<file path="config.mk">
export PLATFORM = sky130hd
export DESIGN_NAME = pwf_irq_flags
export DESIGN_NICKNAME = d
export VERILOG_FILES = /design/src/pwf_pkg.sv /design/src/pwf_edge_if.sv /design/src/pwf_irq_flags.sv /design/src/pwf_wake_edge.sv
export SDC_FILE = /design/constraint.sdc
export NUM_CORES = 1
export LEC_CHECK = 0
export ABC_AREA = 1
export BUFFER_PORTS_ARGS = -buffer_cell sky130_fd_sc_hd__buf_2
export CAP_MARGIN = 15
export CORE_MARGIN = 3
export CORE_UTILIZATION = 56
export CTS_CLUSTER_DIAMETER = 40
export DETAILED_ROUTE_END_ITERATION = 16
export PLACE_DENSITY_LB_ADDON = 0.2
export SETUP_SLACK_MARGIN = 0.3
export SLEW_MARGIN = 20
export SYNTH_ARGS = -nofsm -noshare
export SYNTH_HDL_FRONTEND = slang
export SYNTH_HIERARCHICAL = 1
export SYNTH_SLANG_ARGS = --single-unit
export TNS_END_PERCENT = 20
</file>
<file path="constraint.sdc">
create_clock -name I_CLK -period 1.83 [get_ports I_CLK]
set_input_delay 0.183 -clock I_CLK [delete_from_list [all_inputs] [get_ports I_CLK]]
set_output_delay 0.183 -clock I_CLK [all_outputs]
set_load 0.005 [all_outputs]
</file>
<file path="src/pwf_pkg.sv">
// constants shared by the wakeup and peripheral request flag block
package pwf_pkg;
	// register byte offsets on the AXI4-Lite slave
	localparam logic [11:0] OFS_INT_FLAGS  = 12'h000; // internal_event_request_flags
	localparam logic [11:0] OFS_WAKE_FLAGS = 12'h004; // wakeup_pin_request_flags
	localparam logic [11:0] OFS_INT_EN     = 12'h008; // internal_event_enable_reg
	localparam logic [11:0] OFS_WAKE_EN    = 12'h00C; // wakeup request enables
	localparam logic [11:0] OFS_WAKE_FUNC  = 12'h010; // pin acts as interrupt input
	localparam logic [11:0] OFS_WAKE_EDGE  = 12'h014; // 1 = rising edge, 0 = falling
	localparam logic [11:0] OFS_SYSCTL2    = 12'h018; // system_control_two
	localparam logic [11:0] OFS_IRQ_STAT   = 12'h01C; // sticky event status, write 1 clears
	localparam logic [11:0] OFS_IRQ_MASK   = 12'h020; // event mask, same layout

	// bit positions in internal_event_request_flags
	localparam int BIT_DT   = 7; // direct_transition_flag
	localparam int BIT_AD   = 6; // conversion_done_flag
	localparam int BIT_RSVD = 5; // reserved, reads 0
	localparam int BIT_TG   = 4; // timer_g_event_flag
	localparam int BIT_TFH  = 3; // timer_f_high_event_flag
	localparam int BIT_TFL  = 2; // timer_f_low_event_flag
	localparam int BIT_TC   = 1; // timer_c_event_flag
	localparam int BIT_EC   = 0; // async_counter_overflow_flag
	localparam int BIT_DTEN = 0; // direct_transition_enable in system_control_two

	// implemented bits of the internal flag register
	localparam logic [7:0] INT_FLAG_MASK = 8'hDF;

	// reset values
	localparam logic [7:0]  RST_FLAGS = 8'h00;
	localparam logic [7:0]  RST_CTRL  = 8'h00;
	localparam logic [15:0] RST_IRQ   = 16'h0000;
	localparam logic [7:0]  RST_PINS  = 8'hFF; // wake pins idle high

	// AXI responses
	localparam logic [1:0] RESP_OKAY   = 2'h0;
	localparam logic [1:0] RESP_SLVERR = 2'h2;
endpackage

</file>
<file path="src/pwf_edge_if.sv">
// carrier between the flag core and the wake pin edge detector
`timescale 1ns/10ps
interface pwf_edge_if #(parameter int N = 8);
	logic [N-1:0] pins_n;   // raw wake pins, asynchronous
	logic [N-1:0] func_sel; // pin acts as interrupt input
	logic [N-1:0] rise_sel; // 1 = rising edge selected
	logic [N-1:0] edge_evt; // one-cycle qualified edge

	modport detector (input pins_n, input func_sel, input rise_sel, output edge_evt);
	modport core (output pins_n, output func_sel, output rise_sel, input edge_evt);
endinterface // pwf_edge_if

</file>
<file path="src/pwf_irq_flags.sv">
// request flag registers for internal events and wake pins, AXI4-Lite slave
`timescale 1ns/10ps
// Summary of operation
// - sleep with direct transition enabled sets bit 7
// - conversion end sets bit 6
// - bit 5 reads zero, writes ignored
// - timer G capture or overflow sets bit 4
// - timer F high event sets bit 3
// - timer F low event sets bit 2
// - timer C over/underflow sets bit 1
// - async counter overflow sets bit 0
// - flags hold until software writes zero
// - wake pins 7..3 set flags on edge
// - wake pins 2..0 behave the same
// - request forwarded only while enabled
module pwf_irq_flags #(
	parameter int N_WAKE = 8
) (
	input  wire logic        I_CLK,
	input  wire logic        I_RESET,
	// AXI4-Lite slave
	input  wire logic [11:0] I_AWADDR,
	input  wire logic        I_AWVALID,
	output logic             O_AWREADY,
	input  wire logic [31:0] I_WDATA,
	input  wire logic [3:0]  I_WSTRB,
	input  wire logic        I_WVALID,
	output logic             O_WREADY,
	output logic [1:0]       O_BRESP,
	output logic             O_BVALID,
	input  wire logic        I_BREADY,
	input  wire logic [11:0] I_ARADDR,
	input  wire logic        I_ARVALID,
	output logic             O_ARREADY,
	output logic [31:0]      O_RDATA,
	output logic [1:0]       O_RRESP,
	output logic             O_RVALID,
	input  wire logic        I_RREADY,
	// peripheral event pulses, same clock
	input  wire logic        I_SLEEP_EXEC,
	input  wire logic        I_CONV_DONE,
	input  wire logic        I_TIMER_G_EVT,
	input  wire logic        I_TIMER_FH_EVT,
	input  wire logic        I_TIMER_FL_EVT,
	input  wire logic        I_TIMER_C_EVT,
	input  wire logic        I_ASYNC_OVF,
	// wake pins, active low, asynchronous
	input  wire logic [7:0]  I_WAKE_PIN_N,
	// requests toward the CPU and summary interrupt
	output logic [7:0]       O_INT_REQ,
	output logic [7:0]       O_WAKE_REQ,
	output logic             O_IRQ
);
	typedef struct packed {
		logic [11:0] aw_addr;
		logic        aw_held;
		logic [31:0] w_data;
		logic [3:0]  w_strb;
		logic        w_held;
		logic        awready;
		logic        wready;
		logic        bvalid;
		logic [1:0]  bresp;
		logic        arready;
		logic        rvalid;
		logic [1:0]  rresp;
		logic [31:0] rdata;
		logic [7:0]  int_flags;
		logic [7:0]  wake_flags;
		logic [7:0]  int_en;
		logic [7:0]  wake_en;
		logic [7:0]  wake_func;
		logic [7:0]  wake_rise;
		logic        dt_en;
		logic [15:0] irq_stat;
		logic [15:0] irq_mask;
		logic        irq;
		logic [7:0]  int_req;
		logic [7:0]  wake_req;
	} pwf_top_state_t;

	pwf_top_state_t s_r;
	pwf_top_state_t s_nxt;

	pwf_edge_if #(.N(8)) eif ();

	logic [7:0]  int_set;
	logic [7:0]  wake_set;
	logic [15:0] be;
	logic        do_wr;
	logic [31:0] rd_val;
	logic        rd_ok;

	////////////////////////////////////////////////////////////////////////
	// wake pin edge detection
	assign eif.pins_n   = I_WAKE_PIN_N;
	assign eif.func_sel = s_r.wake_func;
	assign eif.rise_sel = s_r.wake_rise;
	assign wake_set     = eif.edge_evt;

	pwf_wake_edge #(
		.N (8)
	) u_wake_edge (
		.i_clk   (I_CLK),
		.i_reset (I_RESET),
		.eif     (eif.detector)
	);

	////////////////////////////////////////////////////////////////////////
	// hardware set conditions of the internal flags
	always_comb
	begin
		int_set                   = 8'h00;
		int_set[pwf_pkg::BIT_DT]  = I_SLEEP_EXEC & s_r.dt_en;
		int_set[pwf_pkg::BIT_AD]  = I_CONV_DONE;
		int_set[pwf_pkg::BIT_TG]  = I_TIMER_G_EVT;
		int_set[pwf_pkg::BIT_TFH] = I_TIMER_FH_EVT;
		int_set[pwf_pkg::BIT_TFL] = I_TIMER_FL_EVT;
		int_set[pwf_pkg::BIT_TC]  = I_TIMER_C_EVT;
		int_set[pwf_pkg::BIT_EC]  = I_ASYNC_OVF;
	end

	////////////////////////////////////////////////////////////////////////
	// write strobe and byte lanes; write waits for address and data both
	assign do_wr = s_r.aw_held & s_r.w_held & ~s_r.bvalid;
	assign be    = {{8{s_r.w_strb[1]}}, {8{s_r.w_strb[0]}}};

	// read decode, unmapped reads answer SLVERR with zero data
	always_comb
	begin
		rd_val = 32'h00000000;
		rd_ok  = 1'b1;
		unique case ({I_ARADDR[11:2], 2'h0})
			pwf_pkg::OFS_INT_FLAGS:
				rd_val[7:0] = s_r.int_flags & pwf_pkg::INT_FLAG_MASK;
			pwf_pkg::OFS_WAKE_FLAGS:
				rd_val[7:0] = s_r.wake_flags;
			pwf_pkg::OFS_INT_EN:
				rd_val[7:0] = s_r.int_en;
			pwf_pkg::OFS_WAKE_EN:
				rd_val[7:0] = s_r.wake_en;
			pwf_pkg::OFS_WAKE_FUNC:
				rd_val[7:0] = s_r.wake_func;
			pwf_pkg::OFS_WAKE_EDGE:
				rd_val[7:0] = s_r.wake_rise;
			pwf_pkg::OFS_SYSCTL2:
				rd_val[pwf_pkg::BIT_DTEN] = s_r.dt_en;
			pwf_pkg::OFS_IRQ_STAT:
				rd_val[15:0] = s_r.irq_stat;
			pwf_pkg::OFS_IRQ_MASK:
				rd_val[15:0] = s_r.irq_mask;
			default:
				rd_ok = 1'b0;
		endcase
	end

	////////////////////////////////////////////////////////////////////////
	// next state of bus slave and registers
	always_comb
	begin
		logic [7:0]  clr8;
		logic [15:0] w1c;
		logic        hit;
		clr8  = 8'h00;
		w1c   = 16'h0000;
		hit   = 1'b1;
		s_nxt = s_r;

		// address and data channels are taken in either order
		if (I_AWVALID & s_r.awready)
		begin
			s_nxt.aw_addr = {I_AWADDR[11:2], 2'h0};
			s_nxt.aw_held = 1'b1;
		end
		if (I_WVALID & s_r.wready)
		begin
			s_nxt.w_data = I_WDATA;
			s_nxt.w_strb = I_WSTRB;
			s_nxt.w_held = 1'b1;
		end
		if (s_r.bvalid & I_BREADY)
		begin
			s_nxt.bvalid = 1'b0;
		end

		// register write decode
		if (do_wr)
		begin
			unique case (s_r.aw_addr)
				pwf_pkg::OFS_INT_FLAGS:
					clr8 = be[7:0] & ~s_r.w_data[7:0];
				pwf_pkg::OFS_WAKE_FLAGS:
					clr8 = be[7:0] & ~s_r.w_data[7:0];
				pwf_pkg::OFS_INT_EN:
					if (s_r.w_strb[0]) s_nxt.int_en = s_r.w_data[7:0];
				pwf_pkg::OFS_WAKE_EN:
					if (s_r.w_strb[0]) s_nxt.wake_en = s_r.w_data[7:0];
				pwf_pkg::OFS_WAKE_FUNC:
					if (s_r.w_strb[0]) s_nxt.wake_func = s_r.w_data[7:0];
				pwf_pkg::OFS_WAKE_EDGE:
					if (s_r.w_strb[0]) s_nxt.wake_rise = s_r.w_data[7:0];
				pwf_pkg::OFS_SYSCTL2:
					if (s_r.w_strb[0]) s_nxt.dt_en = s_r.w_data[pwf_pkg::BIT_DTEN];
				pwf_pkg::OFS_IRQ_STAT:
					w1c = be & s_r.w_data[15:0];
				pwf_pkg::OFS_IRQ_MASK:
					s_nxt.irq_mask = (s_r.irq_mask & ~be) | (s_r.w_data[15:0] & be);
				default:
					hit = 1'b0;
			endcase
			s_nxt.aw_held = 1'b0;
			s_nxt.w_held  = 1'b0;
			s_nxt.bvalid  = 1'b1;
			s_nxt.bresp   = hit ? pwf_pkg::RESP_OKAY : pwf_pkg::RESP_SLVERR;
		end

		// flags: a set in the clearing cycle wins, reserved bit stays 0
		if (do_wr && s_r.aw_addr == pwf_pkg::OFS_INT_FLAGS)
		begin
			s_nxt.int_flags = ((s_r.int_flags & ~clr8) | int_set) &
				pwf_pkg::INT_FLAG_MASK;
		end
		else
		begin
			s_nxt.int_flags = (s_r.int_flags | int_set) & pwf_pkg::INT_FLAG_MASK;
		end
		if (do_wr && s_r.aw_addr == pwf_pkg::OFS_WAKE_FLAGS)
		begin
			s_nxt.wake_flags = (s_r.wake_flags & ~clr8) | wake_set;
		end
		else
		begin
			s_nxt.wake_flags = s_r.wake_flags | wake_set;
		end

		// sticky event status, set beats write-one-to-clear
		s_nxt.irq_stat = (s_r.irq_stat & ~w1c) | {wake_set, int_set};

		// read channel: one beat, data captured at the address edge
		if (s_r.rvalid & I_RREADY)
		begin
			s_nxt.rvalid = 1'b0;
		end
		if (I_ARVALID & s_r.arready)
		begin
			s_nxt.rvalid = 1'b1;
			s_nxt.rdata  = rd_val;
			s_nxt.rresp  = rd_ok ? pwf_pkg::RESP_OKAY : pwf_pkg::RESP_SLVERR;
		end

		// each ready only while its own channel holds nothing and no response is pending, so one write and one read at a time
		s_nxt.awready = ~s_nxt.aw_held & ~s_nxt.bvalid;
		s_nxt.wready  = ~s_nxt.w_held & ~s_nxt.bvalid;
		s_nxt.arready = ~s_nxt.rvalid;

		// requests toward the CPU are gated by their enables
		s_nxt.int_req  = s_nxt.int_flags & s_nxt.int_en;
		s_nxt.wake_req = s_nxt.wake_flags & s_nxt.wake_en;
		s_nxt.irq      = |(s_nxt.irq_stat & s_nxt.irq_mask);
	end

	////////////////////////////////////////////////////////////////////////
	// state register, everything cleared at reset
	always_ff @(posedge I_CLK)
	begin
		if (I_RESET)
		begin
			s_r            <= '0;
			s_r.int_flags  <= pwf_pkg::RST_FLAGS;
			s_r.wake_flags <= pwf_pkg::RST_FLAGS;
			s_r.int_en     <= pwf_pkg::RST_CTRL;
			s_r.wake_en    <= pwf_pkg::RST_CTRL;
			s_r.wake_func  <= pwf_pkg::RST_CTRL;
			s_r.wake_rise  <= pwf_pkg::RST_CTRL;
			s_r.irq_stat   <= pwf_pkg::RST_IRQ;
			s_r.irq_mask   <= pwf_pkg::RST_IRQ;
		end
		else
		begin
			s_r <= s_nxt;
		end
	end

	////////////////////////////////////////////////////////////////////////
	// outputs straight from the state register
	assign O_AWREADY  = s_r.awready;
	assign O_WREADY   = s_r.wready;
	assign O_BRESP    = s_r.bresp;
	assign O_BVALID   = s_r.bvalid;
	assign O_ARREADY  = s_r.arready;
	assign O_RDATA    = s_r.rdata;
	assign O_RRESP    = s_r.rresp;
	assign O_RVALID   = s_r.rvalid;
	assign O_INT_REQ  = s_r.int_req;
	assign O_WAKE_REQ = s_r.wake_req;
	assign O_IRQ      = s_r.irq;
endmodule // pwf_irq_flags

</file>
<file path="src/pwf_wake_edge.sv">
// wake pin synchroniser and selected-edge detector
`timescale 1ns/10ps
module pwf_wake_edge #(
	parameter int N = 8
) (
	input  wire logic   i_clk,
	input  wire logic   i_reset,
	pwf_edge_if.detector eif
);
	typedef struct packed {
		logic [N-1:0] s1;  // first stage, read only by s2
		logic [N-1:0] s2;
		logic [N-1:0] s3;
		logic [N-1:0] lvl; // filtered pin level
		logic [N-1:0] evt;
	} pwf_edge_state_t;

	pwf_edge_state_t st_r;
	pwf_edge_state_t st_nxt;
	logic [N-1:0]    lvl_new;
	logic [N-1:0]    hit;

	////////////////////////////////////////////////////////////////////////
	// per pin: level moves once stages two and three agree
	genvar g;
	generate
		for (g = 0; g < N; g++)
		begin : g_pin
			assign lvl_new[g] = (st_r.s2[g] == st_r.s3[g]) ? st_r.s2[g] : st_r.lvl[g];
			// only a pin configured as interrupt input reports its edge
			assign hit[g] = eif.func_sel[g] & (lvl_new[g] != st_r.lvl[g]) &
				(lvl_new[g] == eif.rise_sel[g]);
		end
	endgenerate

	////////////////////////////////////////////////////////////////////////
	// next state
	always_comb
	begin
		st_nxt     = st_r;
		st_nxt.s1  = eif.pins_n;
		st_nxt.s2  = st_r.s1;
		st_nxt.s3  = st_r.s2;
		st_nxt.lvl = lvl_new;
		st_nxt.evt = hit;
	end

	// state register
	always_ff @(posedge i_clk)
	begin
		if (i_reset)
		begin
			st_r <= '{s1: {N{1'b1}}, s2: {N{1'b1}}, s3: {N{1'b1}}, lvl: {N{1'b1}},
				evt: '0};
		end
		else
		begin
			st_r <= st_nxt;
		end
	end

	assign eif.edge_evt = st_r.evt;
endmodule // pwf_wake_edge
</file>
==> impl_results.md <==
- Status: finished clean
- Bufs on Longest Clock Path: 2
- Worst R2R Setup Slack: 0.06 ns
- Core footprint: 0.0147 mm²
- Vias/cell: 5.44
- Share of layout cells above drive strength 1: 0.249
- Overflow after GRT: 0
- CP delay by family, top: simple AND/OR/NAND/NOR gates
- Mapped Cells: roughly 1100
- Max-slew violations: 0
- Met3 Usage GRT: 0.0437
- Area grow syn2layout: 21.8%
- Buf/Inv on CP: 0
- Worst-path cell chain: nand3_4, nor2_8, nand3_4, nand2_2, nand2_1, nand2_1, nand2_2, nor2_2, nand2_1, nor2_1, nor2_1
- Port Buf Inserts: 98
- Initial drt markers: between 800 and 900
- Diodes inserted: 0
- Synth Area in Compound Gates: 0.121
- Number of synthesized flops with an enable pin: 0
- Syn_area_per_cell: 7.45 µm²
- Post-DP HPWL: 16.1 mm
- Tcrit/Tclk final: 0.967
- Post-route DRC: 0
- Wire per inst: ~16 µm
- Fin crit period: 1.77 ns
- Critical Path Sink Type: flop
- Final setup vio count: 0
- Worst path max stage delay: approximately 0.38 ns
- Main combinational cell family by area after synthesis: simple AND/OR/NAND/NOR gates
- Simple-gate area share of the yosys netlist: 0.301
- Critical Path Start Type: flop
- DRT Pass-1 Iters: 6
- Num rows: 44
- Via count: between 7000 and 8000
- Clock transition at path regs: approximately 0.070 ns
- Routability cong.: between 1 and 1.5
- Worst IR drop on VDD: approximately 700 µV
- Seq/Total Area, Yosys: 0.444
- Ys flop type: dfxtp_1
- Antenna viol nets, final: 0
- YS warnings: 6
- Upper clock frequency limit: roughly 570 MHz
- WL final: 23.4 mm
- Total CTS buffers: 17
- Yosys cell types: 45
- I/O pin count: 140
- Worst path arrival time: 2.09 ns
- Die ar.: roughly 0.017 mm²
- Crit-path slowest cell: dfxtp_2
- Post-synthesis register bit count: 189
- Xor and xnor fraction of the mapped netlist area: 0
- Final Cell Area: 0.0104 mm²
- Async SR Flop Fraction: 0
- CTS tree: done
- Antenna violations before repair: 0
- Final hold violation count: 0
- Most frequent cell after synthesis: nand2_1
- Die Width: 129 µm
- Vias in the first global route: 6939
- Total GRT Usage: 0.270
- CP dominant cell by count: nand2_1
- Clk_skew: 0.00937 ns
- Setup_tns: 0 ns
- CP Class: reg -> reg
- Least-Margin Pin Slew: roughly 0.54 ns
- Initial Util: 0.580
- Largest net degree at the start of global routing: 62
- DIE HEIGHT: between 100 and 150 µm
- GR Util met1: 0.394
- Met2 Use GR: 0.400
- GRT Max-Usage Layer: met2
- Adder-Cell Fraction of Synth Area: 0
- Max FO, Critical Path: 8
- Clk root buf: clkbuf_16
- Global-route wire length before repair: around 35 mm
- Worst-skew pair later-pin latency: 0.44 ns
- Synth top area cells: dfxtp_1, nand2_1, buf_4, a21oi_1, nand3_1
- MaxCap Viol Count: 0
- Rel. slew slack: 0.639
- Leakage: 0.00448 µW
- CTS H-tree lvls: 4
- Worst Hold Class: in -> reg
- CP Data Required Time: 2.15 ns
- Final Net Count: 1352
- Pwr/cell area: 865 mW/mm²
- Largest area contributor in the netlist: dfxtp_1
- Synth Cell Area: 0.00853 mm²
- Synth top area share: 0.444
- Most frequent cells after synthesis: nand2_1, dfxtp_1, nor2_1, inv_1, a21oi_1
- Unrepaired setup endpoints after global routing: yes
- Mux share of post-synthesis cell area: 0
- Clock Sinks: 189
- Placed Area: 0.00909 mm²
[cells by family (layout without fill, tap and decap cells)]
family,Yosys count,after routing
other cells,1,19
buf+inv,218,337
flops,189,189
compound gates,195,195
simple gates,541,542
[final timing paths]
path | startpoint | endpoint | cells after the start
max | s_r[176] | O_IRQ | 11
min | I_AWADDR[9] | s_r[186] | 3
max reg2reg | s_r[176] | O_IRQ | 11
min reg2reg | u_wake_edge/st_nxt[28] | u_wake_edge/st_nxt[20] | 1
[layout make-up]
type	instances	area, µm²
repair buffers	192	1380
well taps	184	230
multi-input cells	756	3930
fillers	1214	4320
clock inverters	13	164
inverters	114	440
clock buffers	18	439
flip-flops and latches	189	3800
[power breakdown]
part	internal [µW]	leakage, µW	switching [µW]
Sequential	4230	0.00154	83.0
Clock	2180	0.000281	1580
Combinational	358	0.00266	554
Total	6770	0.00448	2220
[through the flow]
stage	worst slack [ns]	cells	power (µW)	hold WS (ns)	util
final	0.0611	1466	8990	0.0127	0.706
after global routing	-0.00314	1466	9290	0.0297	0.706
after CTS	0.0854	1455	8900	0.000288	0.687
after detailed placement	0.0412	1396	5110	0.361	0.618
after global placement	0.0796	1396	5100	0.361	0.618
after floorplan	0.342	1162	4880	0.280	-
[worst min-delay path: stages]
cell and delay (ns):
buf_2 0.07, o21ai_0 0.07, nor2_1 0.08
[layer usage]
layer  up-vias  share of wire
met5         -              0
met2       390           0.43
met3        57          0.084
li1       3914              -
met1      3616           0.45
met4         0          0.033
[what timing repair did]
action,in CTS,in global routing
cloned,0,1
pin swaps,13,26
setup buffers,9,10
gates resized for setup,37,54
endpoints found under the setup margin,60,66
endpoints found under the hold margin,19,0
hold buffers,19,0
[flip-flops by register name (all words and copies together) (netlist names)]
register / flops
s_r: 92
O_RDATA: 16
u_wake_edge/st_nxt: 16
u_wake_edge/st_r: 16
O_WAKE_REQ: 8
eif.func_sel: 8
eif.rise_sel: 8
u_wake_edge/eif.edge_evt: 8
O_INT_REQ: 7
be: 2
O_ARREADY: 1
O_AWREADY: 1
O_BRESP: 1
O_BVALID: 1
O_IRQ: 1
O_RRESP: 1
O_RVALID: 1
O_WREADY: 1
[placed cells by master (no fill, tap or decap), types with 3 or more instances in the layout]
| master | synthesis | final |
|---|---|---|
| a21oi_2 | 4 | 14 |
| inv_1 | 103 | 102 |
| o21ai_1 | 7 | 8 |
| inv_2 | 9 | 6 |
| nand4_1 | 33 | 33 |
| o21ai_2 | 0 | 3 |
| dfxtp_2 | 0 | 9 |
| nand3_1 | 93 | 86 |
| bufinv_16 | 0 | 3 |
| nor2_4 | 4 | 7 |
| o211ai_1 | 8 | 8 |
| nand2_2 | 5 | 10 |
| nand3_4 | 2 | 7 |
| or2_1 | 9 | 9 |
| buf_4 | 66 | 61 |
| or2_2 | 7 | 7 |
| buf_2 | 7 | 97 |
| nor2_1 | 109 | 101 |
| nor2_2 | 10 | 15 |
| o21ai_0 | 70 | 66 |
| nor3_1 | 20 | 16 |
| dfxtp_1 | 189 | 179 |
| nand2_4 | 1 | 5 |
| nand3_2 | 11 | 14 |
| dlygate4sd3_1 | 0 | 19 |
| nand2_1 | 225 | 215 |
| a21oi_1 | 97 | 86 |
| clkinvlp_4 | 0 | 5 |
| nor3_2 | 1 | 5 |
| and3_1 | 3 | 3 |
| buf_12 | 0 | 8 |
| clkbuf_16 | 0 | 17 |
| conb_1 | 1 | 19 |
| buf_6 | 7 | 5 |
| inv_4 | 0 | 3 |
| nor2_8 | 3 | 3 |
No activity file was read; power rests on OpenSTA's default activity.
